[src/sgp_pkg.sv]
// package for the six-bit general-purpose port: register map, reset values, bus types
package sgp_pkg;

  localparam int unsigned SGP_PINS = 6;
  localparam int unsigned SGP_REG_W = 8;
  localparam int unsigned SGP_ADDR_W = 16;

  // printed offsets are not all multiples of four: keep them as indices, byte address is 4x
  localparam logic [SGP_ADDR_W-1:0] SGP_IDX_DIR = 16'hFFD0;
  localparam logic [SGP_ADDR_W-1:0] SGP_IDX_DATA = 16'hFFD2;
  localparam logic [SGP_ADDR_W-1:0] SGP_IDX_STANDBY = 16'hFFD4;
  localparam logic [SGP_ADDR_W+1:0] SGP_ADDR_DIR = {SGP_IDX_DIR, 2'b00};
  localparam logic [SGP_ADDR_W+1:0] SGP_ADDR_DATA = {SGP_IDX_DATA, 2'b00};
  localparam logic [SGP_ADDR_W+1:0] SGP_ADDR_STANDBY = {SGP_IDX_STANDBY, 2'b00};

  localparam logic [SGP_REG_W-1:0] SGP_DIR_RESET = 8'hC0;
  localparam logic [SGP_REG_W-1:0] SGP_DATA_RESET = 8'hC0;
  localparam logic [SGP_REG_W-1:0] SGP_RSVD_ONES = 8'hC0;
  localparam logic [SGP_REG_W-1:0] SGP_DIR_READ = 8'hFF;
  localparam int unsigned SGP_STBY_HW_BIT = 0;
  localparam int unsigned SGP_STBY_SW_BIT = 1;

  localparam logic [1:0] SGP_RESP_OKAY = 2'b00;
  localparam logic [1:0] SGP_RESP_SLVERR = 2'b10;

  // pin group carried as one word
  typedef struct packed {
    logic [SGP_PINS-1:0] level;
    logic [SGP_PINS-1:0] oe;
  } sgp_pins_s;

  typedef enum logic [1:0] {
    SGP_WR_IDLE = 2'b01,
    SGP_WR_RESP = 2'b10
  } sgp_wr_e;

endpackage : sgp_pkg

[src/sgp_pin_cell.sv]
// per-pin output driver and read-back selection for the port
module sgp_pin_cell #(
  parameter int unsigned PINS = sgp_pkg::SGP_PINS
) (
  input wire logic aclk,
  input wire logic aresetn,
  input wire logic [PINS-1:0] dir,
  input wire logic [PINS-1:0] data,
  input wire logic [PINS-1:0] pin_in,
  output sgp_pkg::sgp_pins_s pins_q,
  output logic [PINS-1:0] readback
);
  import sgp_pkg::*;

  // refuse a pin count that the packed pin word cannot carry
  if (PINS != SGP_PINS) begin : g_bad_pins
    $error("sgp_pin_cell: PINS must match SGP_PINS");
  end

  genvar g;
  for (g = 0; g < PINS; g++) begin : g_pin
    // output bit: driver shows the latch from the next edge on
    always_ff @(posedge aclk) begin
      if (!aresetn) begin
        pins_q.level[g] <= 1'b0;
        pins_q.oe[g] <= 1'b0;
      end else begin
        pins_q.level[g] <= data[g];
        pins_q.oe[g] <= dir[g];
      end
    end
    // outputs read the latch, inputs read the pin
    assign readback[g] = dir[g] ? data[g] : pin_in[g];
  end

endmodule : sgp_pin_cell

[src/sgp_port.sv]
// six-bit general-purpose port with AXI4-Lite register access
//
// Contract
// - six bidirectional pins, shared with serial and interrupts
// - same pin functions in every operating mode
// - direction bit 1 output, 0 input
// - direction register write-only, reads all ones
// - direction resets to C0, also hardware standby
// - software standby keeps both registers
// - outputs keep driving during software standby
// - output pins read back data latch
// - input pins read back pin level
// - data bits 7..6 reserved, read one
// - data resets to C0, also hardware standby
//
// Implementation choice: the AXI4-Lite slave port.
module sgp_port #(
  parameter int unsigned PINS = sgp_pkg::SGP_PINS
) (
  input wire logic aclk,
  input wire logic aresetn,
  input wire logic [sgp_pkg::SGP_ADDR_W+1:0] s_axi_awaddr,
  input wire logic s_axi_awvalid,
  output logic s_axi_awready,
  input wire logic [31:0] s_axi_wdata,
  input wire logic [3:0] s_axi_wstrb,
  input wire logic s_axi_wvalid,
  output logic s_axi_wready,
  output logic [1:0] s_axi_bresp,
  output logic s_axi_bvalid,
  input wire logic s_axi_bready,
  input wire logic [sgp_pkg::SGP_ADDR_W+1:0] s_axi_araddr,
  input wire logic s_axi_arvalid,
  output logic s_axi_arready,
  output logic [31:0] s_axi_rdata,
  output logic [1:0] s_axi_rresp,
  output logic s_axi_rvalid,
  input wire logic s_axi_rready,
  input wire logic [sgp_pkg::SGP_PINS-1:0] pin_in,
  output sgp_pkg::sgp_pins_s pins_q,
  output logic [sgp_pkg::SGP_PINS-1:0] dir_q
);
  import sgp_pkg::*;

  // the register map has room for six pins only, so refuse any other count
  if (PINS != SGP_PINS) begin : g_bad_pins
    $error("sgp_port: PINS must be six");
  end

  logic [SGP_REG_W-1:0] dir_reg_q;
  logic [SGP_REG_W-1:0] data_reg_q;
  logic [1:0] standby_q;
  logic hw_standby;
  logic aw_held_q;
  logic w_held_q;
  logic [SGP_ADDR_W+1:0] awaddr_q;
  logic [31:0] wdata_q;
  logic [3:0] wstrb_q;
  sgp_wr_e wr_state_q;
  logic wr_fire;
  logic [PINS-1:0] readback;
  logic [SGP_REG_W-1:0] read_word;

  // standby control: hardware standby forces reset values, software standby changes nothing
  assign hw_standby = standby_q[SGP_STBY_HW_BIT];

  // write fires once both address and data are held
  assign wr_fire = aw_held_q && w_held_q && (wr_state_q == SGP_WR_IDLE);

  // address channel
  always_ff @(posedge aclk) begin
    if (!aresetn) begin
      aw_held_q <= 1'b0;
      awaddr_q <= '0;
    end else if (s_axi_awvalid && s_axi_awready) begin
      aw_held_q <= 1'b1;
      awaddr_q <= s_axi_awaddr;
    end else if (wr_fire) begin
      aw_held_q <= 1'b0;
    end
  end

  // each ready only while its own channel holds nothing, so each channel is taken once per write
  always_ff @(posedge aclk) begin
    if (!aresetn) begin
      s_axi_awready <= 1'b0;
      s_axi_wready <= 1'b0;
    end else begin
      s_axi_awready <= !aw_held_q && !(s_axi_awvalid && s_axi_awready) &&
                       (wr_state_q == SGP_WR_IDLE);
      s_axi_wready <= !w_held_q && !(s_axi_wvalid && s_axi_wready) &&
                      (wr_state_q == SGP_WR_IDLE);
    end
  end

  // data channel
  always_ff @(posedge aclk) begin
    if (!aresetn) begin
      w_held_q <= 1'b0;
      wdata_q <= '0;
      wstrb_q <= '0;
    end else if (s_axi_wvalid && s_axi_wready) begin
      w_held_q <= 1'b1;
      wdata_q <= s_axi_wdata;
      wstrb_q <= s_axi_wstrb;
    end else if (wr_fire) begin
      w_held_q <= 1'b0;
    end
  end

  // write response machine
  always_ff @(posedge aclk) begin
    if (!aresetn) begin
      wr_state_q <= SGP_WR_IDLE;
      s_axi_bvalid <= 1'b0;
      s_axi_bresp <= SGP_RESP_OKAY;
    end else begin
      unique case (wr_state_q)
        SGP_WR_IDLE: begin
          if (wr_fire) begin
            wr_state_q <= SGP_WR_RESP;
            s_axi_bvalid <= 1'b1;
            s_axi_bresp <= (awaddr_q == SGP_ADDR_DIR || awaddr_q == SGP_ADDR_DATA ||
                            awaddr_q == SGP_ADDR_STANDBY) ? SGP_RESP_OKAY : SGP_RESP_SLVERR;
          end
        end
        SGP_WR_RESP: begin
          if (s_axi_bready) begin
            wr_state_q <= SGP_WR_IDLE;
            s_axi_bvalid <= 1'b0;
          end
        end
        default: begin
          wr_state_q <= SGP_WR_IDLE;
          s_axi_bvalid <= 1'b0;
        end
      endcase
    end
  end

  // direction register, low lane only
  always_ff @(posedge aclk) begin
    if (!aresetn || hw_standby) begin
      dir_reg_q <= SGP_DIR_RESET;
    end else if (wr_fire && awaddr_q == SGP_ADDR_DIR && wstrb_q[0]) begin
      dir_reg_q <= wdata_q[SGP_REG_W-1:0] | SGP_RSVD_ONES;
    end
  end

  // data register; the reserved top bits stay one
  always_ff @(posedge aclk) begin
    if (!aresetn || hw_standby) begin
      data_reg_q <= SGP_DATA_RESET;
    end else if (wr_fire && awaddr_q == SGP_ADDR_DATA && wstrb_q[0]) begin
      data_reg_q <= wdata_q[SGP_REG_W-1:0] | SGP_RSVD_ONES;
    end
  end

  // standby control register; software standby has no effect on port state
  always_ff @(posedge aclk) begin
    if (!aresetn) begin
      standby_q <= 2'b00;
    end else if (wr_fire && awaddr_q == SGP_ADDR_STANDBY && wstrb_q[0]) begin
      standby_q <= wdata_q[1:0];
    end
  end

  // pin drivers are mode independent: one path for all operating modes
  sgp_pin_cell #(
    .PINS(PINS)
  ) u_cells (
    .aclk(aclk),
    .aresetn(aresetn),
    .dir(dir_reg_q[PINS-1:0]),
    .data(data_reg_q[PINS-1:0]),
    .pin_in(pin_in),
    .pins_q(pins_q),
    .readback(readback)
  );

  // direction exposed for the pin muxing of serial and interrupt functions
  always_ff @(posedge aclk) begin
    if (!aresetn) begin
      dir_q <= '0;
    end else begin
      dir_q <= dir_reg_q[PINS-1:0];
    end
  end

  // read word selection
  always_comb begin
    unique case (s_axi_araddr)
      SGP_ADDR_DIR: read_word = SGP_DIR_READ;
      SGP_ADDR_DATA: read_word = SGP_RSVD_ONES | {2'b00, readback};
      SGP_ADDR_STANDBY: read_word = {6'h00, standby_q};
      default: read_word = '0;
    endcase
  end

  // read channel: one cycle to answer, held until rready
  always_ff @(posedge aclk) begin
    if (!aresetn) begin
      s_axi_arready <= 1'b0;
      s_axi_rvalid <= 1'b0;
      s_axi_rdata <= '0;
      s_axi_rresp <= SGP_RESP_OKAY;
    end else if (s_axi_rvalid) begin
      if (s_axi_rready) begin
        s_axi_rvalid <= 1'b0;
        s_axi_arready <= 1'b1;
      end
    end else if (s_axi_arvalid && s_axi_arready) begin
      s_axi_arready <= 1'b0;
      s_axi_rvalid <= 1'b1;
      s_axi_rdata <= {24'h000000, read_word};
      s_axi_rresp <= (s_axi_araddr == SGP_ADDR_DIR || s_axi_araddr == SGP_ADDR_DATA ||
                      s_axi_araddr == SGP_ADDR_STANDBY) ? SGP_RESP_OKAY : SGP_RESP_SLVERR;
    end else begin
      s_axi_arready <= 1'b1;
    end
  end

endmodule : sgp_port

[config.mk]
export PLATFORM = sky130hd
export DESIGN_NAME = sgp_port
export DESIGN_NICKNAME = d
export VERILOG_FILES = /design/src/sgp_pkg.sv /design/src/sgp_pin_cell.sv /design/src/sgp_port.sv
export SDC_FILE = /design/constraint.sdc
export NUM_CORES = 1
export LEC_CHECK = 0
export BUFFER_PORTS_ARGS = -buffer_cell sky130_fd_sc_hd__buf_2
export CAP_MARGIN = 20
export CORE_MARGIN = 1
export CORE_UTILIZATION = 49
export DETAILED_ROUTE_END_ITERATION = 10
export PLACE_DENSITY = 0.95
export SYNTH_ARGS = -nofsm -noshare
export SYNTH_HDL_FRONTEND = slang
export SYNTH_SLANG_ARGS = --single-unit
[constraint.sdc]
create_clock -name aclk -period 3.5 [get_ports aclk]
set_input_delay 0.525 -clock aclk [delete_from_list [all_inputs] [get_ports aclk]]
set_output_delay 0.525 -clock aclk [all_outputs]
set_load 0.1 [all_outputs]
After elaboration in Yosys (flattened, before gate mapping)
Index checks and enable logic that the tools add are counted.

word-level totals
  register bits = 78
  bits in latches = 0
  memory bits (writable) = 0
  ROM bits = 0
  output and inout port bits = 59
  word-level logic and storage cells = 96
  memories kept = 0

cells by class
  add/sub/neg operators = 0
  multiply operators = 0
  div/mod/pow operators = 0
  magnitude comparators = 0
  equality and inequality tests = 11
  shifts and indexed selects = 0
  multiplexer cells = 24
  bitwise logic cells = 1
  reduce and logical (&&, ||, !) cells = 30

operators with widths
  cell                                            count
  == test 18 bit (second input constant)          6
  one-hot mux 8 bit (3 select lines)              1
  two-way mux 1 bit                               17
  logical AND 1 bit                               15
  two-way mux 2 bit                               4
  AND reduction 2 bit                             3
  zero test 1 bit                                 5
  logical OR 1 bit                                5
  != test 2 bit (second input constant)           2
  one-hot mux 2 bit (2 select lines)              1
  nonzero test 2 bit                              2
  == test 2 x 1 -> 1 bit (second input constant)  1
  == test 2 bit (second input constant)           1
  != test 2 x 1 -> 1 bit (second input constant)  1
  one-hot mux 1 bit (2 select lines)              1
  inverter 1 bit                                  1

Longest topological paths before layout
Gate-level depths: netlist of the first run.

  depth in word-level cells = 4
  depth in mapped cells = 6
  gate-level depth less buffers = 4

By module
Synthesis of the first run repeated with hierarchy kept, for this count alone.

unflattened totals
  cell total of the unflattened synthesis = 339
  area total of the unflattened synthesis = 3,012.9 µm²

by module, submodules not included
  module        times used  cells an instance  area each (µm²)  sequential area each (µm²)
  sgp_port      1           308                2,596.2          1,241.2
  sgp_pin_cell  1           31                 416.6            240.2

Worst setup path before layout of the first run
No wires, ideal clock.

  path type = register -> output
  start point = register, netlist name s_axi_rdata[6]
  end point = output s_axi_rdata[7]
  arrival = 1,374 ps
  setup slack = 1,601 ps
  stages on the path, launching flop included = 2
  path buffers = 1
  cell sequence = dfxtp_1 buf_4

RTL lines
  what       line            text
  to (decl)  sgp_port.sv:35  output logic [31:0] s_axi_rdata,

Worst setup path in the final report of the first run
  start point = register awaddr_q[2]
  end point = register dir_reg_q[5]

between the ends
  word-level cells in the longest chain between the ends = 3

RTL lines
  what                             line             text
  from (decl)                      sgp_port.sv:56   logic [SGP_ADDR_W+1:0] awaddr_q;
  from (signal assigned)           sgp_port.sv:77   awaddr_q <= s_axi_awaddr;
  == test 18 bit                   sgp_port.sv:145  end else if (wr_fire && awaddr_q == SGP_ADDR_DIR && wstrb_q[0]) begin
  logical AND 1 bit (2 in series)  sgp_port.sv:145
  to (signal assigned)             sgp_port.sv:146  dir_reg_q <= wdata_q[SGP_REG_W-1:0] | SGP_RSVD_ONES;
  to (decl)                        sgp_port.sv:50   logic [SGP_REG_W-1:0] dir_reg_q;

Every way passes these cells.
A chain may end at the register's enable or synchronous reset.

==> impl_metrics.py, run 1 <==
metrics = {
    "logic_synthesis": {
        "yosys_most_used_dff": "dfxtp_1",
        "seq_area_frac_synth_pct": 47.7,
        "syn_avg_cell_area_um2": 8.58,
        "synth_area_um2": 2860,
        "synth-seq-cells": 68,
        "synthTopCellsByArea": "dfxtp_1 48%, buf_4 8.7%, a21oi_1 8.4%",
        "netlist-cell-type-count": 34,
        "ys_async_sr_fraction_pct": 0,
        "synth-edff-count": 0,
        "synth_cells": 333,
        "netlist.area_leader.share_pct": 47.7,
        "yosys_warnings": 0,
        "synth_most_common_cell": "dfxtp_1",
        "yosys.area.top_type": "dfxtp_1",
        "synth_commonest_cells": "68 x dfxtp_1, 55 x nand2_1, 48 x a21oi_1",
    },
    "timing": {
        "period_needed_ns": 1.89,
        "maxSlewViolCount": 0,
        "skew_ns": 0.00670,
        "fin_hold_ws_ns": 0.405,
        "finalSetupTns_ns": 0,
        "setup_viol": 0,
        "hold_violations": 0,
        "tightest_slew_ns": 0.645,
        "fmaxAchievable_ghz": 0.528,
        "rsz0062_at_grt": "false",
        "slew_headroom_pct": 56.7,
        "post-route-period-util_pct": 54.1,
    },
    "routing": {
        "top_layer": "met4",
        "route.met3.wl_um": 365,
        "drc": 0,
        "num_vias": 2488,
        "drtIter0Drc": 103,
        "routed-wl-met2_mm": 3.07,
        "finalWirelength_mm": 6.07,
        "via_per_inst": 5.14,
        "firstDrtPassIters": 4,
        "wl_met1_mm": 2.48,
        "drt-wirelength-per-cell_um": 12.5,
        "drtAntennaViolNets": 0,
    },
    "layout": {
        "synthToLayoutAreaGrowth_pct": 18.4,
        "fin_area_um2": 3380,
        "drive_above_1_share_pct": 26.2,
        "nNetsFinal": 492,
        "num_antenna_cells": 0,
        "instances_no_fill": 484,
    },
    "placed_design": {
        "io_buffers": 88,
        "dpl.hpwl_mm": 4.49,
        "dp_cells": 468,
        "placed_area_um2": 3170,
        "globalplace.congestion": 0.781,
    },
    "hold_path": {
        "worstHoldPathType": "in -> reg",
        "hold-path-cell-count": 3,
        "hold_path_end": "awaddr_q[13]",
        "hp-start": "s_axi_awaddr[13]",
    },
    "clock_network": {
        "clock_path_buffers": 2,
        "cts_tree": "done",
        "ctsHtreeMaxLevel": 3,
        "worstSkewPairLatency_ns": 0.35,
        "cts_root_buf": "clkbuf_8",
        "numCtsBuffers": 9,
        "cts_setup_buffers": 0,
        "clock-sinks": 68,
        "cts-resized-gates": 0,
        "hold_buffers": 0,
        "clkTransAtPathRegs_ns": 0.07,
    },
    "floorplan": {
        "rows": 27,
        "ios": 144,
        "start_util_pct": 51.2,
        "fp.coreArea_um2": 5570,
        "chipHeight_um": 78.4,
        "fp.dieW_um": 78.4,
        "dieArea_um2": 6140,
    },
    "power": {
        "vdd_drop_max_v": 0.000313,
        "powerDensity_nw_per_um2": 514,
        "sw_frac_of_total_pct": 30.4,
        "clockPowerShare_pct": 38.0,
        "leakagePower_nw": 1.45,
        "switchingPower_uw": 529,
        "cell_internal_pwr_mw": 1.21,
        "seq_power_share_pct": 46.7,
        "combinationalPowerShare_pct": 15.3,
    },
    "status": {
        "outcome": "completed",
    },
    "worst_setup_path": {
        "crit_arrival_ns": 2.17,
        "start_kind": "flip-flop",
        "endpoint_kind": "flip-flop",
        "r2r_start": "awaddr_q[2]",
        "worstPathRequired_ns": 3.78,
        "ff2ff_path_depth": 4,
        "r2r_setup_slack_ns": 1.61,
        "critPathKind": "reg -> reg",
        "reg2reg_to": "dir_reg_q[5]",
        "path_max_fanout": 12,
    },
    "grt": {
        "antenna_found_initial": 0,
        "grt_first_pass_wirelength_mm": 9.83,
        "overflow": 0,
        "grt_util_all_layers_pct": 20.8,
        "grt_pass1_vias": 2265,
        "grt_max_degree": 22,
    },
    "flow_run": {
        "max-cap-violations": 0,
    },
}
-- state kept, by name (all words and copies together) (netlist names) --
register	count
aw_held_q	1
awaddr_q	18
dir_reg_q	6
s_axi_arready	1
data_reg_q	6
wstrb_q	1
w_held_q	1
s_axi_awready	1
u_cells.pins_q	6
dir_q	6
s_axi_rvalid	1
s_axi_bvalid	1
wr_state_q	1
s_axi_rresp	1
s_axi_bresp	1
wdata_q	6
s_axi_wready	1
standby_q	2
s_axi_rdata	7
-- power by group through the flow --
| stage | logic (mW) | clock network, mW | registers, mW |
|---|---|---|---|
| after floorplan | 0.205 | 0 | 0.863 |
| after global placement | 0.261 | 0 | 0.828 |
| after detailed placement | 0.265 | 0 | 0.830 |
| after CTS | 0.266 | 0.673 | 0.812 |
| after global routing | 0.281 | 0.704 | 0.816 |
| final | 0.266 | 0.662 | 0.813 |
-- final cells by class --
class | instances | area [um2]
multi-input cells | 237 | 1260
well taps | 72 | 90.1
repair buffers | 89 | 448
flip-flops and latches | 68 | 1360
clock inverters | 5 | 60.1
inverters | 2 | 7.51
clock buffers | 11 | 151
fillers | 509 | 2190
-- how the worst max path moves through the flow --
stage                          from        endpoint  slack [ns]  cells past startpoint
CTS                     awaddr_q[2]    dir_reg_q[5]        1.63                      4
global placement    s_axi_araddr[2]  s_axi_rresp[1]        1.51                      5
global route            awaddr_q[2]    dir_reg_q[4]        1.45                      4
detailed placement  s_axi_araddr[2]  s_axi_rresp[1]        1.48                      5
floorplan            s_axi_rdata[6]  s_axi_rdata[7]        1.60                      1
finish                  awaddr_q[2]    dir_reg_q[5]        1.61                      4
-- layer usage --
layer / vias to the layer above / track usage (%)
met2: 90 / 36.5
li1: 1246 / -
met1: 1138 / 23.0
met3: 14 / 6.40
met5: - / 0
met4: 0 / 9.26
-- cells in the final DEF (no fill, tap or decap), types with 9 or more instances in the layout --
| master | count |
|---|---|
| buf_2 | 88 |
| dfxtp_1 | 68 |
| nand2_1 | 55 |
| a21oi_1 | 48 |
| conb_1 | 26 |
| nand4_1 | 16 |
| and2_1 | 14 |
| nand3_1 | 13 |
| clkbuf_8 | 11 |
| o21ai_0 | 9 |
-- metrics by stage --
step / power [mW] / setup WS, ns / utilization (%)
6_report: 1.74 / 1.61 / 60.7
5_1_grt: 1.80 / 1.45 / 60.7
4_1_cts: 1.75 / 1.63 / 60.7
3_5_place_dp: 1.09 / 1.48 / 56.9
3_3_place_gp: 1.09 / 1.51 / 56.9
2_1_floorplan: 1.07 / 1.60 / -
-- critical path, cell delays in order, from the launching register on --
cell	delay, ns
dfxtp_1	0.33
or4b_4	0.58
nor2_1	0.52
nand4_1	0.20
a21oi_1	0.19
-- cells by family after synthesis --
kind of cell           after synthesis  synth area share (%)
and+or+nand+nor                    134                  25.3
AOI/OAI and AO/OA                   71                  13.4
DFF                                 68                  47.7
buffers and inverters               53                  11.4
muxes                                6                  2.10
other                                1                 0.131
(Power assumes the default switching activity.)
==> run 2: changes to the inputs <==
CORE_UTILIZATION = 41   (was 49)
PLACE_DENSITY = 0.87   (was 0.95)
clock period = 1.65 ns   (was 3.5 ns; I/O delays follow)
==> run 2 against run 1 <==
Effect of this change:
- critical endpoint is now data_reg_q[4]
- critical path depth stayed put
- the run now ends with negative setup slack left
- final cell count is 5.0% higher
- largest power group unchanged
- largest cell class unchanged
- sequential share of layout area is 1.8 points lower
- register-to-register slack worse by 1.6 ns
==> impl_metrics.py, run 2 (synthesis gave the netlist of run 1 again) <==
metrics = {
    "status": {
        "outcome": "finished, violations left",
        "failed_checks": "negative setup slack",
    },
    "grt": {
        "grt_util_all_layers_pct": 16.8,
        "grt_first_pass_wirelength_mm": 9.79,
        "grt_max_degree": 21,
        "overflow": 0,
        "antenna_found_initial": 0,
        "grt_pass1_vias": 2237,
    },
    "power": {
        "leakagePower_nw": 1.53,
        "finalPower_mw": 3.73,
        "powerDensity_nw_per_um2": 1050,
        "sw_frac_of_total_pct": 30.6,
        "seq_power_share_pct": 46.3,
        "switchingPower_mw": 1.14,
        "combinationalPowerShare_pct": 15.8,
        "clockPowerShare_pct": 37.9,
        "vdd_drop_max_v": 0.000529,
        "cell_internal_pwr_mw": 2.59,
    },
    "worst_setup_path": {
        "worstPathRequired_ns": 1.86,
        "crit_slowest_cell": "or4b_4",
        "path_buf_inv": 0,
        "slowest_delay_ns": 0.53,
        "crit_family": "simple AND/OR/NAND/NOR gates",
        "crit_arrival_ns": 1.88,
        "endpoint_kind": "flip-flop",
        "critPathKind": "reg -> reg",
        "start_kind": "flip-flop",
        "path_max_fanout": 6,
        "worstPathCellList": "or4b_4, or4_4, o21ai_1, a21oi_1",
    },
    "timing": {
        "tightest_slew_ns": 0.571,
        "maxSlewViolCount": 0,
        "rsz0062_at_grt": "true",
        "hold_violations": 0,
        "skew_ns": 0.00840,
        "fin_hold_ws_ns": 0.143,
        "period_needed_ns": 1.67,
        "slew_headroom_pct": 61.8,
        "fmaxAchievable_ghz": 0.599,
        "finalSetupTns_ns": -0.0951,
        "finalWorstSetupSlack_ns": -0.0206,
        "post-route-period-util_pct": 101,
        "setup_viol": 6,
    },
    "routing": {
        "finalWirelength_mm": 6.18,
        "drtIter0Drc": 91,
        "num_vias": 2525,
        "drt-wirelength-per-cell_um": 12.2,
        "drc": 0,
        "via_per_inst": 4.97,
        "drtAntennaViolNets": 0,
        "firstDrtPassIters": 4,
    },
    "placed_design": {
        "pre_cts_slack_ns": -0.0190,
        "dpl.hpwl_mm": 4.54,
        "globalplace.congestion": 0.787,
        "io_buffers": 88,
    },
    "flow_run": {
        "max-cap-violations": 0,
    },
    "layout": {
        "nFillCells": 660,
        "synthToLayoutAreaGrowth_pct": 24.8,
        "largestRegisters": "awaddr_q x18, s_axi_rdata x7",
        "nNetsFinal": 508,
        "num_antenna_cells": 0,
        "final_cell_mix": "88 x buf_2, 61 x dfxtp_1, 55 x nand2_1",
        "final_core_util_pct": 52.8,
        "mostFrequentLayoutCell": "buf_2",
        "top_register": "awaddr_q",
        "largest_reg_flops": 18,
        "drive_above_1_share_pct": 31.3,
    },
    "floorplan": {
        "fp.coreArea_um2": 6760,
        "rows": 30,
        "fp.dieW_um": 85.5,
        "start_util_pct": 42.3,
        "chipHeight_um": 85.5,
        "dieArea_um2": 7310,
        "ios": 144,
    },
    "clock_network": {
        "clock_path_buffers": 2,
        "clock-sinks": 68,
        "cts_tree": "done",
        "worstSkewPairLatency_ns": 0.34,
        "cts_root_buf": "clkbuf_8",
        "ctsHtreeMaxLevel": 3,
        "clkTransAtPathRegs_ns": 0.07,
        "numCtsBuffers": 9,
        "hold_buffers": 0,
    },
    "hold_path": {
        "worstHoldPathType": "in -> reg",
    },
}
## run 2: worst register-to-register path, cell delays in order, from the launching register on
cell and delay, ns:
dfxtp_1 0.31, or4b_4 0.53, or4_4 0.48, o21ai_1 0.16, a21oi_1 0.07
## run 2: power by group through the flow
stage	sequential [mW]	combinational, mW	clock, mW
2_1_floorplan	1.83	0.434	0
3_3_place_gp	1.76	0.570	0
3_5_place_dp	1.76	0.577	0
4_1_cts	1.72	0.579	1.44
5_1_grt	1.73	0.622	1.52
6_report	1.73	0.588	1.41
## run 2: area by class of cell
class	instances	area (um2)	share of cell area [%]
Tap cell	80	100	2.81
Timing Repair Buffer	105	584	16.4
Inverter	2	7.51	0.211
Sequential cell	68	1370	38.4
Multi-Input combinational cell	237	1290	36.3
Clock inverter	5	58.8	1.65
Clock buffer	11	151	4.25
## run 2: timing repair
action                                  CTS  global route
resized for setup                         0            15
pin swaps                                 3             2
endpoints found under the setup margin    6            13
setup buffers                             0             2
gates cloned                              0             1
## run 2: worst paths after layout
kind,depth (start not counted),slack (ns),from,to
setup reg to reg,4,-0.02,awaddr_q[2],data_reg_q[4]
setup / recovery,4,-0.02,awaddr_q[2],data_reg_q[4]
hold / removal,3,0.14,s_axi_awaddr[8],awaddr_q[8]
hold reg to reg,2,0.45,s_axi_rdata[2],s_axi_rdata[2]
## run 2: through the flow
stage	instances	instance area (um2)
final	508	3560
after global routing	508	3560
after CTS	505	3510
after detailed placement	489	3300
after global placement	489	3300
after floorplan	358	2960
## run 2: routing by layer
layer,vias to the layer above,track usage (%),wire length (um)
met5,-,0,0
met4,0,5.00,81
met3,11,5.45,321
met2,85,28.9,3090
met1,1144,20.1,2690
li1,1285,-,-
